$ cat config.mk
export PLATFORM = sky130hd
export DESIGN_NAME = blc_top
export DESIGN_NICKNAME = d
export VERILOG_FILES = /design/src/design/blc_pkg.sv /design/src/design/blc_axil_slave.sv /design/src/design/blc_latch_flag.sv /design/src/design/blc_top.sv
export SDC_FILE = /design/constraint.sdc
export NUM_CORES = 1
export LEC_CHECK = 0
export BUFFER_PORTS_ARGS = -buffer_cell sky130_fd_sc_hd__buf_2
export CAP_MARGIN = 20
export CORE_AREA = 2 2 102 104
export CTS_CLUSTER_SIZE = 40
export DETAILED_ROUTE_END_ITERATION = 8
export DIE_AREA = 0 0 104 106
export PLACE_DENSITY_LB_ADDON = 0.25
export SYNTH_ARGS = -nofsm -noshare
export SYNTH_HDL_FRONTEND = slang
export SYNTH_HIERARCHICAL = 1
export SYNTH_SLANG_ARGS = --single-unit
export TNS_END_PERCENT = 50
$ cat constraint.sdc
create_clock -name clk_in -period 1.8 [get_ports clk_in]
set_input_delay 0 -clock clk_in [delete_from_list [all_inputs] [get_ports clk_in]]
set_output_delay 0 -clock clk_in [all_outputs]
set_load 0.02 [all_outputs]
$ cat src/design/blc_pkg.sv
`default_nettype none

package blc_pkg;

    // ----------------------------------------------------------------
    // Register map (register indices; byte address is index times four)
    // ----------------------------------------------------------------
    localparam int DATA_W = 12;
    localparam logic [11:0] CTL_IDX = 12'h140;
    localparam logic [11:0] STAT_IDX = 12'h141;
    localparam logic [11:0] FMT_IDX = 12'h150;

    // ----------------------------------------------------------------
    // Field positions
    // ----------------------------------------------------------------
    localparam int SYNC_LSB = 0;
    localparam int MARKER_BIT = 2;
    localparam int WIN1_BIT = 5;
    localparam int WIN2_BIT = 6;
    localparam int DEC_BIT = 10;
    localparam int TM_BIT = 11;
    localparam int NUM_FLAGS = 4;
    localparam int FLAG_POS [NUM_FLAGS] = '{WIN1_BIT, WIN2_BIT, DEC_BIT, TM_BIT};
    localparam int FLAG_WIN1 = 0;
    localparam int FLAG_WIN2 = 1;
    localparam int FLAG_DEC = 2;
    localparam int FLAG_TM = 3;

    // ----------------------------------------------------------------
    // Reset values and encodings
    // ----------------------------------------------------------------
    localparam logic [1:0] SYNC_RST = 2'h0;
    localparam logic MARKER_RST = 1'h0;
    localparam logic FLAG_RST = 1'h1;
    localparam logic [11:0] FMT_RST = 12'h010;
    localparam logic [1:0] SYNC_TRACK = 2'h0;
    localparam logic [1:0] SYNC_FREE = 2'h2;
    localparam logic [1:0] RESP_OKAY = 2'h0;
    localparam logic [1:0] RESP_SLVERR = 2'h2;

    typedef enum logic [1:0] {SEL_NONE, SEL_CTL, SEL_STAT, SEL_FMT} blc_sel_t;

    typedef struct packed {
        logic marker;
        logic [1:0] sync;
    } blc_mode_t;

    typedef struct packed {
        logic awvalid;
        logic [31:0] awaddr;
        logic [2:0] awprot;
        logic wvalid;
        logic [31:0] wdata;
        logic [3:0] wstrb;
        logic bready;
        logic arvalid;
        logic [31:0] araddr;
        logic [2:0] arprot;
        logic rready;
    } blc_axi_req_t;

    typedef struct packed {
        logic awready;
        logic wready;
        logic bvalid;
        logic [1:0] bresp;
        logic arready;
        logic rvalid;
        logic [31:0] rdata;
        logic [1:0] rresp;
    } blc_axi_rsp_t;

    function automatic blc_sel_t blc_decode(input logic [31:0] addr);
        blc_sel_t sel;
        sel = SEL_NONE;
        if (addr[31:14] == 18'h0) begin
            if (addr[13:2] == CTL_IDX) sel = SEL_CTL;
            else if (addr[13:2] == STAT_IDX) sel = SEL_STAT;
            else if (addr[13:2] == FMT_IDX) sel = SEL_FMT;
        end
        return sel;
    endfunction : blc_decode

    function automatic logic [11:0] blc_lane_mask(input logic [3:0] strb);
        return {{4{strb[1]}}, {8{strb[0]}}};
    endfunction : blc_lane_mask

    function automatic logic [11:0] blc_merge(input logic [11:0] old_v,
                                              input logic [11:0] new_v,
                                              input logic [11:0] mask);
        return (old_v & ~mask) | (new_v & mask);
    endfunction : blc_merge

endpackage : blc_pkg

`default_nettype wire

$ cat src/design/blc_axil_slave.sv
`timescale 1ns/1ps
`default_nettype none

module blc_axil_slave
    import blc_pkg::*;
(
    // Clock and reset
    input wire logic clk_in,
    input wire logic rst_in,
    // AXI4-Lite
    input wire blc_axi_req_t axi_req_in,
    output var blc_axi_rsp_t axi_rsp_out,
    // Register side
    output logic wr_en_out,
    output var blc_sel_t wr_sel_out,
    output logic [11:0] wr_data_out,
    output logic [11:0] wr_mask_out,
    output var blc_sel_t rd_sel_out,
    input wire logic [11:0] rd_data_in
);

    typedef struct packed {
        logic aw_full;
        logic [31:0] aw_addr;
        logic w_full;
        logic [11:0] w_data;
        logic [3:0] w_strb;
        logic bvalid;
        logic [1:0] bresp;
        logic rvalid;
        logic [11:0] rdata;
        logic [1:0] rresp;
    } blc_slv_state_t;

    blc_slv_state_t q, d;
    logic awready, wready, arready, do_wr;

    assign wr_sel_out = blc_decode(q.aw_addr);
    assign rd_sel_out = blc_decode(axi_req_in.araddr);
    assign wr_data_out = q.w_data;
    assign wr_mask_out = blc_lane_mask(q.w_strb);
    assign wr_en_out = do_wr;

    always_comb begin
        d = q;
        // Address and data are parked until both have arrived
        awready = !q.aw_full && !q.bvalid;
        wready = !q.w_full && !q.bvalid;
        arready = !q.rvalid;
        do_wr = q.aw_full && q.w_full && !q.bvalid;
        if (axi_req_in.awvalid && awready) begin
            d.aw_full = 1'h1;
            d.aw_addr = axi_req_in.awaddr;
        end
        if (axi_req_in.wvalid && wready) begin
            d.w_full = 1'h1;
            d.w_data = axi_req_in.wdata[11:0];
            d.w_strb = axi_req_in.wstrb;
        end
        if (do_wr) begin
            d.aw_full = 1'h0;
            d.w_full = 1'h0;
            d.bvalid = 1'h1;
            // The status word refuses writes
            d.bresp = (wr_sel_out == SEL_CTL || wr_sel_out == SEL_FMT) ? RESP_OKAY
                                                                        : RESP_SLVERR;
        end
        if (q.bvalid && axi_req_in.bready) d.bvalid = 1'h0;
        if (axi_req_in.arvalid && arready) begin
            d.rvalid = 1'h1;
            d.rdata = rd_data_in;
            d.rresp = (rd_sel_out == SEL_NONE) ? RESP_SLVERR : RESP_OKAY;
        end
        if (q.rvalid && axi_req_in.rready) d.rvalid = 1'h0;
    end

    always_ff @(posedge clk_in or posedge rst_in) begin
        if (rst_in) q <= '0;
        else q <= d;
    end

    always_comb begin
        axi_rsp_out = '0;
        axi_rsp_out.awready = awready;
        axi_rsp_out.wready = wready;
        axi_rsp_out.bvalid = q.bvalid;
        axi_rsp_out.bresp = q.bresp;
        axi_rsp_out.arready = arready;
        axi_rsp_out.rvalid = q.rvalid;
        axi_rsp_out.rdata = {20'h0, q.rdata};
        axi_rsp_out.rresp = q.rresp;
    end

endmodule : blc_axil_slave

`default_nettype wire

$ cat src/design/blc_latch_flag.sv
`timescale 1ns/1ps
`default_nettype none

module blc_latch_flag
    import blc_pkg::*;
(
    // Clock and reset
    input wire logic clk_in,
    input wire logic rst_in,
    // Software set and commit pulse
    input wire logic set_in,
    output logic flag_out
);

    typedef struct packed {
        logic flag;
    } blc_flag_state_t;

    blc_flag_state_t q, d;

    // Flag lives one cycle, then clears itself; a set in the clearing
    // cycle wins, so back-to-back latch requests are never dropped.
    always_comb begin
        d = q;
        d.flag = set_in;
    end

    // Reset value is one so the first cycle commits the defaults
    always_ff @(posedge clk_in or posedge rst_in) begin
        if (rst_in) q <= '{flag: FLAG_RST};
        else q <= d;
    end

    assign flag_out = q.flag;

endmodule : blc_latch_flag

`default_nettype wire

$ cat src/design/blc_top.sv
// Notes on behaviour
// - Control word is 12 bits, writable and readable
// - Selector 00: syncs track incoming video
// - Selector 10: syncs run free
// - Marker length: window size or programmable
// - Timing selection commits on self-clearing flag
// - Window one flag commits, then self-clears
// - Window two flag commits, then self-clears
// - Decimation count commits on self-clearing flag
// - Status word is read-only working state
// - Status bit two shows marker mode in use
// - Reset: modes zero, all four flags one
`timescale 1ns/1ps
`default_nettype none

module blc_top
    import blc_pkg::*;
(
    // Clock and reset
    input wire logic clk_in,
    input wire logic rst_in,
    // AXI4-Lite register bus
    input wire blc_axi_req_t axi_req_in,
    output var blc_axi_rsp_t axi_rsp_out,
    // Working timing state
    output logic [1:0] sync_mode_out,
    output logic track_input_out,
    output logic free_run_out,
    output logic marker_programmable_out,
    // Commit pulses
    output logic timing_commit_out,
    output logic window_one_commit_out,
    output logic window_two_commit_out,
    output logic decim_commit_out,
    // Formatter selection
    output logic [11:0] format_select_out
);

    // ----------------------------------------------------------------
    // State
    // ----------------------------------------------------------------
    typedef struct packed {
        blc_mode_t shadow;
        blc_mode_t work;
        logic [11:0] fmt;
    } blc_top_state_t;

    blc_top_state_t q, d;

    logic wr_en;
    blc_sel_t wr_sel;
    logic [11:0] wr_data;
    logic [11:0] wr_mask;
    blc_sel_t rd_sel;
    logic [11:0] rd_data;
    logic wr_ctl;
    logic [NUM_FLAGS-1:0] flag_set;
    logic [NUM_FLAGS-1:0] flags;
    logic [11:0] ctl_word;
    logic [11:0] stat_word;
    logic [11:0] ctl_merged;

    // ----------------------------------------------------------------
    // Bus slave
    // ----------------------------------------------------------------
    blc_axil_slave i_blc_axil_slave (
        .clk_in(clk_in),
        .rst_in(rst_in),
        .axi_req_in(axi_req_in),
        .axi_rsp_out(axi_rsp_out),
        .wr_en_out(wr_en),
        .wr_sel_out(wr_sel),
        .wr_data_out(wr_data),
        .wr_mask_out(wr_mask),
        .rd_sel_out(rd_sel),
        .rd_data_in(rd_data)
    );

    assign wr_ctl = wr_en && (wr_sel == SEL_CTL);

    // ----------------------------------------------------------------
    // Latch flags
    // ----------------------------------------------------------------
    // A flag is set only by a one in its own bit under an enabled lane
    generate
        for (genvar i = 0; i < NUM_FLAGS; i++) begin : g_flag
            assign flag_set[i] = wr_ctl && wr_data[FLAG_POS[i]] && wr_mask[FLAG_POS[i]];
            blc_latch_flag i_blc_latch_flag (
                .clk_in(clk_in),
                .rst_in(rst_in),
                .set_in(flag_set[i]),
                .flag_out(flags[i])
            );
        end
    endgenerate

    assign timing_commit_out = flags[FLAG_TM];
    assign window_one_commit_out = flags[FLAG_WIN1];
    assign window_two_commit_out = flags[FLAG_WIN2];
    assign decim_commit_out = flags[FLAG_DEC];

    // ----------------------------------------------------------------
    // Readback words
    // ----------------------------------------------------------------
    // Reserved positions are not stored and read as zero, so stray
    // software writes there cannot reach the working state.
    always_comb begin
        ctl_word = 12'h000;
        ctl_word[SYNC_LSB+:2] = q.shadow.sync;
        ctl_word[MARKER_BIT] = q.shadow.marker;
        for (int i = 0; i < NUM_FLAGS; i++) begin
            ctl_word[FLAG_POS[i]] = flags[i];
        end
    end

    always_comb begin
        stat_word = 12'h000;
        stat_word[SYNC_LSB+:2] = q.work.sync;
        stat_word[MARKER_BIT] = q.work.marker;
    end

    always_comb begin
        unique case (rd_sel)
            SEL_CTL: rd_data = ctl_word;
            SEL_STAT: rd_data = stat_word;
            SEL_FMT: rd_data = 12'h000;
            SEL_NONE: rd_data = 12'h000;
        endcase
    end

    assign ctl_merged = blc_merge(ctl_word, wr_data, wr_mask);

    // ----------------------------------------------------------------
    // Shadow and working settings
    // ----------------------------------------------------------------
    always_comb begin
        d = q;
        if (wr_ctl) begin
            d.shadow.sync = ctl_merged[SYNC_LSB+:2];
            d.shadow.marker = ctl_merged[MARKER_BIT];
        end
        if (wr_en && wr_sel == SEL_FMT) begin
            d.fmt = blc_merge(q.fmt, wr_data, wr_mask);
        end
        // Working copy moves only on the timing latch; the marker mode
        // rides with it so sync and marker never disagree mid-field.
        if (flags[FLAG_TM]) begin
            d.work = q.shadow;
        end
    end

    always_ff @(posedge clk_in or posedge rst_in) begin
        if (rst_in) begin
            q.shadow <= '{marker: MARKER_RST, sync: SYNC_RST};
            q.work <= '{marker: MARKER_RST, sync: SYNC_RST};
            q.fmt <= FMT_RST;
        end else begin
            q <= d;
        end
    end

    // ----------------------------------------------------------------
    // Outputs
    // ----------------------------------------------------------------
    // Codes 01 and 11 leave both sync sources deasserted
    assign sync_mode_out = q.work.sync;
    assign track_input_out = (q.work.sync == SYNC_TRACK);
    assign free_run_out = (q.work.sync == SYNC_FREE);
    assign marker_programmable_out = q.work.marker;
    assign format_select_out = q.fmt;

    // ----------------------------------------------------------------
    // Assertions
    // ----------------------------------------------------------------
    logic first_q;

    always_ff @(posedge clk_in or posedge rst_in) begin
        if (rst_in) first_q <= 1'h1;
        else first_q <= 1'h0;
    end
endmodule : blc_top

`default_nettype wire

Word-level counts from Yosys, hierarchy flattened
Cells that the tools add are included.
{ "classes": {"bitwise_logic": 6, "n_eq_ne": 12, "shift": 0, "multipliers": 0, "n_lt_le_gt_ge": 0, "n_reduce_logical": 33, "n_div": 0, "n_mux": 19, "addsub": 0} }
{ "op_table": {"columns": ["cell", "n"], "rows": [
  ["equality test 12 x 9 -> 1 bit, second input constant", 6],
  ["zero test 18 bit", 2],
  ["one-hot mux 12 bit (3 select lines)", 1],
  ["2-to-1 mux 33 bit", 1],
  ["AND 12 bit", 2],
  ["2-to-1 mux 2 bit", 10],
  ["logical AND 1 bit", 19],
  ["2-to-1 mux 17 bit", 1],
  ["2-to-1 mux 15 bit", 1],
  ["inverter 12 bit", 1],
  ["OR 12 bit", 1],
  ["equality test 2 bit, second input constant", 4],
  ["nonzero test 2 bit", 4],
  ["equality test 2 x 1 -> 1 bit, second input constant", 2],
  ["zero test 1 bit", 4],
  ["zero test 2 bit", 2],
  ["2-to-1 mux 1 bit", 4],
  ["AND 3 bit", 1],
  ["2-to-1 mux 3 bit", 1],
  ["OR 3 bit", 1],
  ["OR reduction 2 bit", 1],
  ["logical OR 1 bit", 1]
]} }
{ "word_totals": {"romBits": 0, "latchBits": 0, "regBits": 90, "mem_count": 0, "mem_bits_rw": 0, "out_inout_bits": 62, "elab_cells": 89, "in_bits": 113} }

Depth between registers and ports, before layout
Gate-level depths: netlist (run 1).
{ "logic_depth": {"depth_word": 10, "depth_mapped": 7, "depth_no_buf": 6} }

Hierarchy
Netlist (run 1), hierarchy kept.
{ "by_module_without_submodules": {"columns": ["module", "cells_each", "n_inst", "area_each_um2"], "rows": [
  ["blc_axil_slave", 237, 1, 3190.6],
  ["blc_top", 75, 1, 920.9],
  ["blc_latch_flag", 2, 4, 30.0]
]} }

Worst setup path after synthesis (run 1)
No wires, ideal clock.
{ "synth_timing": {"path_type": "register to register", "from": "register i_blc_axil_slave/q[44] in the netlist's numbering", "to": "register with a tool-made name", "period_less_slack_ns": 1.987, "path_buffers": 1, "path_stages_with_launch": 7, "path_slack_ns": -0.187, "setup_ns": 0.128, "t_arrival_ns": 1.860, "required_ns": 1.672, "cell_sequence": "dfrtp_1 > nor4b_2 > nand4_1 > nor3_1 > buf_6 > nand4_1 > mux2_1"} }
{ "synth_lines": {"columns": ["element", "line", "text"], "rows": [
  ["from (decl)", "blc_axil_slave.sv:35", "blc_slv_state_t q, d;"],
  ["from (signal assigned)", "blc_axil_slave.sv:78", "if (rst_in) q <= '0;"],
  ["from (signal assigned)", "blc_axil_slave.sv:79", "else q <= d;"]
]} }

==> results of run 1 <==
==> logic make-up (layout without fill, tap and decap cells) <==
kind of cell	after synthesis	in the layout	synth area share, %
compound gates	9	9	1.715
xor+xnor	2	2	0.4140
buf+inv	87	220	15.23
flops	84	84	49.82
mux	74	74	23.15
other cells	2	27	0.1775
simple gates	62	62	9.492
==> worst min-delay path, stage by stage <==
cell and delay (ps):
buf_2 100, nand2_1 50, nand3_1 70, o32a_1 130
==> layout by cell type (no fill, tap or decap), types with 6 or more instances in the layout <==
| cell type | synthesis | routed |
|---|---|---|
| buf_2 | 2 | 120 |
| dfrtp_1 | 79 | 79 |
| dlygate4sd3_1 | 0 | 53 |
| mux2_4 | 39 | 47 |
| conb_1 | 2 | 27 |
| mux2_1 | 21 | 16 |
| nand4_1 | 15 | 15 |
| buf_4 | 68 | 15 |
| mux2_2 | 14 | 11 |
| clkbuf_8 | 0 | 10 |
| inv_1 | 9 | 8 |
| nor4_1 | 10 | 6 |
==> power by group through the flow <==
stage                     sequential, µW  clock, µW  combinational [µW]
after global routing                3060       1360                2230
after floorplan                     2760          0                2020
after CTS                           2920       1260                2060
after global placement              2910          0                1920
final                               2970       1210                2080
after detailed placement            2920          0                1960
==> cell usage after synthesis, drive strengths merged (4+ instances only) <==
cell,number,area share (%)
and2,6,1.0
buf,78,14
dfrtp,79,47
dfstp,5,3.1
inv,9,0.80
mux2,74,23
nand4,15,2.2
nor2,5,0.44
nor2b,4,0.59
nor3,4,0.47
nor4,10,1.5
nor4b,4,1.1
==> repair_timing <==
action | CTS | global route
buffers inserted | 1 | 1
hold buffers | 53 | 0
pin swaps | 1 | 2
resized for setup | 10 | 12
endpoints found under the setup margin | 19 | 26
hold endpoints to repair | 86 | 0
cloned | 0 | 1
==> layer usage <==
metal  part of all wire, %  global-route usage (%)  up-vias  wire length [µm]
met5                     0                       0        -                 0
met4                   1.4                   5.792        0               121
met3                   4.5                   3.740       10               391
met2                    51                   28.52       81              4473
met1                    43                   20.16     1384              3795
li1                      -                       -     1344                 -
==> area by class of cell <==
cell class	instances	area share, %
inverters	9	0.6117
clock inverters	6	0.7250
repair buffers	195	24.58
clock buffers	10	2.492
multi-input cells	174	30.34
flip-flops and latches	84	38.17
well taps	136	3.081
==> per-stage QoR <==
step                      setup WS [ps]  setup TNS [ps]  hold slack (ps)
after floorplan                   4.178               0           -110.3
after global placement           -218.8           -3320            44.98
after detailed placement         -296.7           -4488            47.12
after CTS                        -184.3           -2595            14.26
after global routing             -315.9           -4852            51.21
final                            -205.8           -2974            29.92
==> path summary, 6_finish.rpt <==
check | from | end | cells after the start
max in group asynchronous | rst_in | i_blc_axil_slave/wr_data_out[8] | 4
hold / removal | axi_req_in[10] | i_blc_axil_slave/axi_rsp_out[1] | 4
setup reg to reg | i_blc_axil_slave/q[50] | register | 7
setup / recovery | i_blc_axil_slave/q[50] | register | 7
hold reg to reg | i_blc_axil_slave/axi_rsp_out[6] | i_blc_axil_slave/axi_rsp_out[6] | 1
min in group asynchronous | rst_in | i_blc_axil_slave/wr_data_out[2] | 3
==> metrics, run 1 <==
status finished with violations; failing checks negative setup slack; CORE AREA about 10000 µm²; critical path launch point type register; Worst Hold Class input port to register; overall power between 6000 and 7000 µW; placed cells about 540; fraction of layout cells with a size suffix above 1 between 40% and 50%; GR Overflow Total 0; part of the power in registers a little under half; R2R Setup Slk -210 ps; # setup viols final 18; initial DRC count 76; crit share post-route 111.4%; number of global-route vias before repair 2875; Worst VDD drop between 0.8 and 0.9 mV; clock share of power approximately a fifth; fin crit period roughly 2000 ps; asr flop ratio synth 100.0%; total clock sinks 84; Port Buffers 120; drt pass-1 iters 5; FILL cells between 800 and 900; vias between 2000 and 3000; Global Route Usage Sum ~16%; critical path's largest stage delay around 430 ps; Mapped Cells 320; WL final about 8800 µm; clk_skew between 8 and 9 ps; count of cell types in the netlist 34; Comb power frac 33.2%; maximum capacitance violations 0; Post-route DRC 0; Placer Congestion between 0.6 and 0.7; crit path buf inv count 2; CP Max Fanout 17; Slew @ Worst Pin 693.1 ps; CTS Buf Count 9; synthesis warning total 6; global-route wire length before repair 14250 µm; clk slew on worst S/H paths roughly 90 ps; WP data arrival between 2000 and 2500 ps; Area growth syn-to-layout 30.51%; synthesis-stage register bit count 84; Final Non-Filler Cells roughly 610; Leak Pwr roughly 0.0028 µW; endpoint class of the critical path register; fmax about 500 MHz; synthesized area per cell between 10 and 15 µm²; worst setup margin -205.8 ps; Top FF cell, synth dfrtp_1; DIE HEIGHT between 100 and 150 µm; H-tree depth 3; placement-stage cell area between 4000 and 5000 µm²; worst rel slew slack a little over half; critical-path cell list nor4_4 -> nand4_1 -> buf_6 -> nor3_4 -> buf_12 -> nand4b_1 -> mux2_4; utilization after layout approximately 55%; Ports 175; detailed placement HPWL slightly below 6000 µm; Final Max Tran Viols 0; post-synthesis sequential area ratio 49.82%; Rows 37; switch share a little under a third; Bufs on Longest Clock Path 2; post-route cell area ~5500 µm²; Clk Latency, worst-skew pair between 300 and 400 ps; largest net degree at the start of global routing 46; crit-path leading delay family simple AND/OR/NAND/NOR gates; required time worst endpoint around 2000 ps; EDFF count, synth 0; total die area around 11000 µm²; Nets just under 600; multi-input logic area approximately 1700 µm²; storage element area 2108 µm²; TritonCTS clock tree built; antenna cells 0; final hold vios 0; Root Driver clkbuf_8; P_int around 4300 µW; DR WL/cell 14.30 µm; DR vias/cell about 4.6; initial core utilization a little over two fifths; Crit Path Class register to register; ANT nets after route 0; switching power total 1928 µW; Die Width 104 µm; initial antenna violation count 0; slowest library cell on the worst path dfrtp_1; RSZ-0062 raised after global routing true; Pwr per Cell Area ~1100 nW/µm²; mapped cell area approximately 4200 µm²
Note: power is estimated with default switching activity, not from simulation.
==> run 2, diff against run 1 <==
Settings changed: MAX_ROUTING_LAYER from default to met4.
==> run 2 against run 1 <==
Net effect:
- the flow still finishes with violations (negative setup slack)
- clock power is essentially flat
- sequential share of layout area is the same
- core utilization is the same
- via count is the same
- critical path depth is the same
- hold slack gained 3.1 ps
- sequential power is essentially flat
- maximum frequency grew 0.37%
- clock-buffer cell count is the same
- cell area is the same
- combinational power is essentially flat
- critical path type unchanged
==> metrics, run 2 (synthesis results as in run 1) <==
Root Driver clkbuf_8; total die area 11020 µm²; clk_skew around 10 ps; Fin Setup TNS -2871 ps; Global Route Usage Sum 16.87%; # setup viols final 18; CP Max Fanout 17; global-route wire length before repair 14260 µm; post-route cell area between 5000 and 6000 µm²; WP data arrival between 2000 and 2500 ps; WL final about 9000 µm; commonest non-fill, non-tap cell in the layout buf_2; Slew @ Worst Pin ~700 ps; worst rel slew slack a little over half; maximum capacitance violations 0; CTS Buf Count 9; DIE HEIGHT 106 µm; RSZ-0062 raised after global routing true; Final Non-Filler Cells roughly 610; Rows 37; antenna cells 0; Placer Congestion 0.6947; clk slew on worst S/H paths roughly 90 ps; Post-route DRC 0; largest net degree at the start of global routing 46; placement-stage cell area ~4700 µm²; detailed placement HPWL roughly 6000 µm; placed cells 542; DR vias/cell about 4.6; Ports between 150 and 200; Port Buffers between 100 and 150; ANT nets after route 0; Bufs on Longest Clock Path 2; number of global-route vias before repair roughly 2900; slowest library cell on the worst path dfrtp_1; worst setup margin -198.3 ps; most frequent cells in the layout buf_2, dfrtp_1, dlygate4sd3_1, mux2_4, conb_1; Die Width 104 µm; FILL cells a little under 900; fmax 500.4 MHz; crit-path leading delay family simple AND/OR/NAND/NOR gates; initial antenna violation count 0; Crit Path Class register to register; total clock sinks 84; GR Overflow Total 0; Pwr per Cell Area 1134 nW/µm²; Clk Latency, worst-skew pair around 350 ps; Final Max Tran Viols 0; TritonCTS clock tree built; Area growth syn-to-layout 30.51%; Nets ~590; crit share post-route 111.0%; pre-CTS WS -296.7 ps; endpoint class of the critical path register; vias about 2800; crit path buf inv count 2; DR WL/cell between 10 and 15 µm; final hold vios 0; Leak Pwr about 0.0028 µW; initial DRC count 80; critical path launch point type register; initial core utilization between 40% and 50%; critical-path cell list nor4_4 -> nand4_1 -> buf_6 -> nor3_4 -> buf_12 -> nand4_1 -> mux2_4; drt pass-1 iters 5; Worst VDD drop 0.8040 mV; CORE AREA about 10000 µm²; status finished with violations; critical path's largest stage delay 430 ps; H-tree depth 3; most frequent CP cell nand4_1; fin crit period about 2000 ps; Worst Hold Class input port to register; required time worst endpoint 2030 ps; overall power 6262 µW; fraction of layout cells with a size suffix above 1 approximately half; failing checks negative setup slack
[run 2: cell counts in the layout (fill, tap and decap cells not counted)]
Identical to the previous run, type by type.
[run 2: layer usage]
metal	routed length (µm)	global-route usage [%]	part of all wire, %	vias to the layer above
met5	0	-	0	-
met4	138	6.371	1.6	0
met3	352	3.004	4.0	12
met2	4426	28.52	51	83
met1	3828	20.32	44	1378
li1	-	-	-	1346
[run 2: cell type report]
type / count / area [µm²] / share of cell area [%]
clock buffers: 10 / 137.6 / 2.492
clock inverters: 6 / 40.04 / 0.7250
inverters: 9 / 33.78 / 0.6117
multi-input cells: 174 / 1675 / 30.34
flip-flops and latches: 84 / 2108 / 38.17
well taps: 136 / 170.2 / 3.081
repair buffers: 195 / 1358 / 24.58
[run 2: worst register-to-register path: cells and delay by family (launching register included)]
| family | cells | cell delay (ps) |
|---|---|---|
| and+or+nand+nor | 4 | 790 |
| DFF | 1 | 430 |
| muxes | 1 | 330 |
| buffers and inverters | 2 | 320 |
[run 2: final timing paths]
check                                                     start                               to  slack [ps]  cells past startpoint
worst min-delay path                             axi_req_in[10]  i_blc_axil_slave/axi_rsp_out[1]          30                      4
worst max register to register           i_blc_axil_slave/q[50]                         register        -200                      7
worst max-delay path                     i_blc_axil_slave/q[50]                         register        -200                      7
max in group asynchronous                                rst_in           i_blc_axil_slave/q[41]         950                      4
worst min register to register  i_blc_axil_slave/axi_rsp_out[6]  i_blc_axil_slave/axi_rsp_out[6]         490                      1
min in group asynchronous                                rst_in  i_blc_axil_slave/wr_data_out[2]         260                      3
[run 2: through the flow]
stage	utilization [%]	hold slack [ps]
floorplan	-	-110.3
global placement	46.95	44.98
detailed placement	46.95	47.12
CTS	54.54	14.26
global route	55.23	55.52
finish	55.23	33.06
[run 2: power breakdown]
| part | internal [µW] | switching [µW] | total, µW |
|---|---|---|---|
| clock network | 536 | 681 | 1220 |
| registers | 2460 | 508 | 2970 |
| logic | 1330 | 742 | 2070 |
[run 2: repair_timing]
action,CTS,global route
cloned,0,1
pin swaps,1,2
setup endpoints to repair,19,26
hold buffers,53,0
endpoints found under the hold margin,86,0
gates resized for setup,10,12
setup buffers,1,1
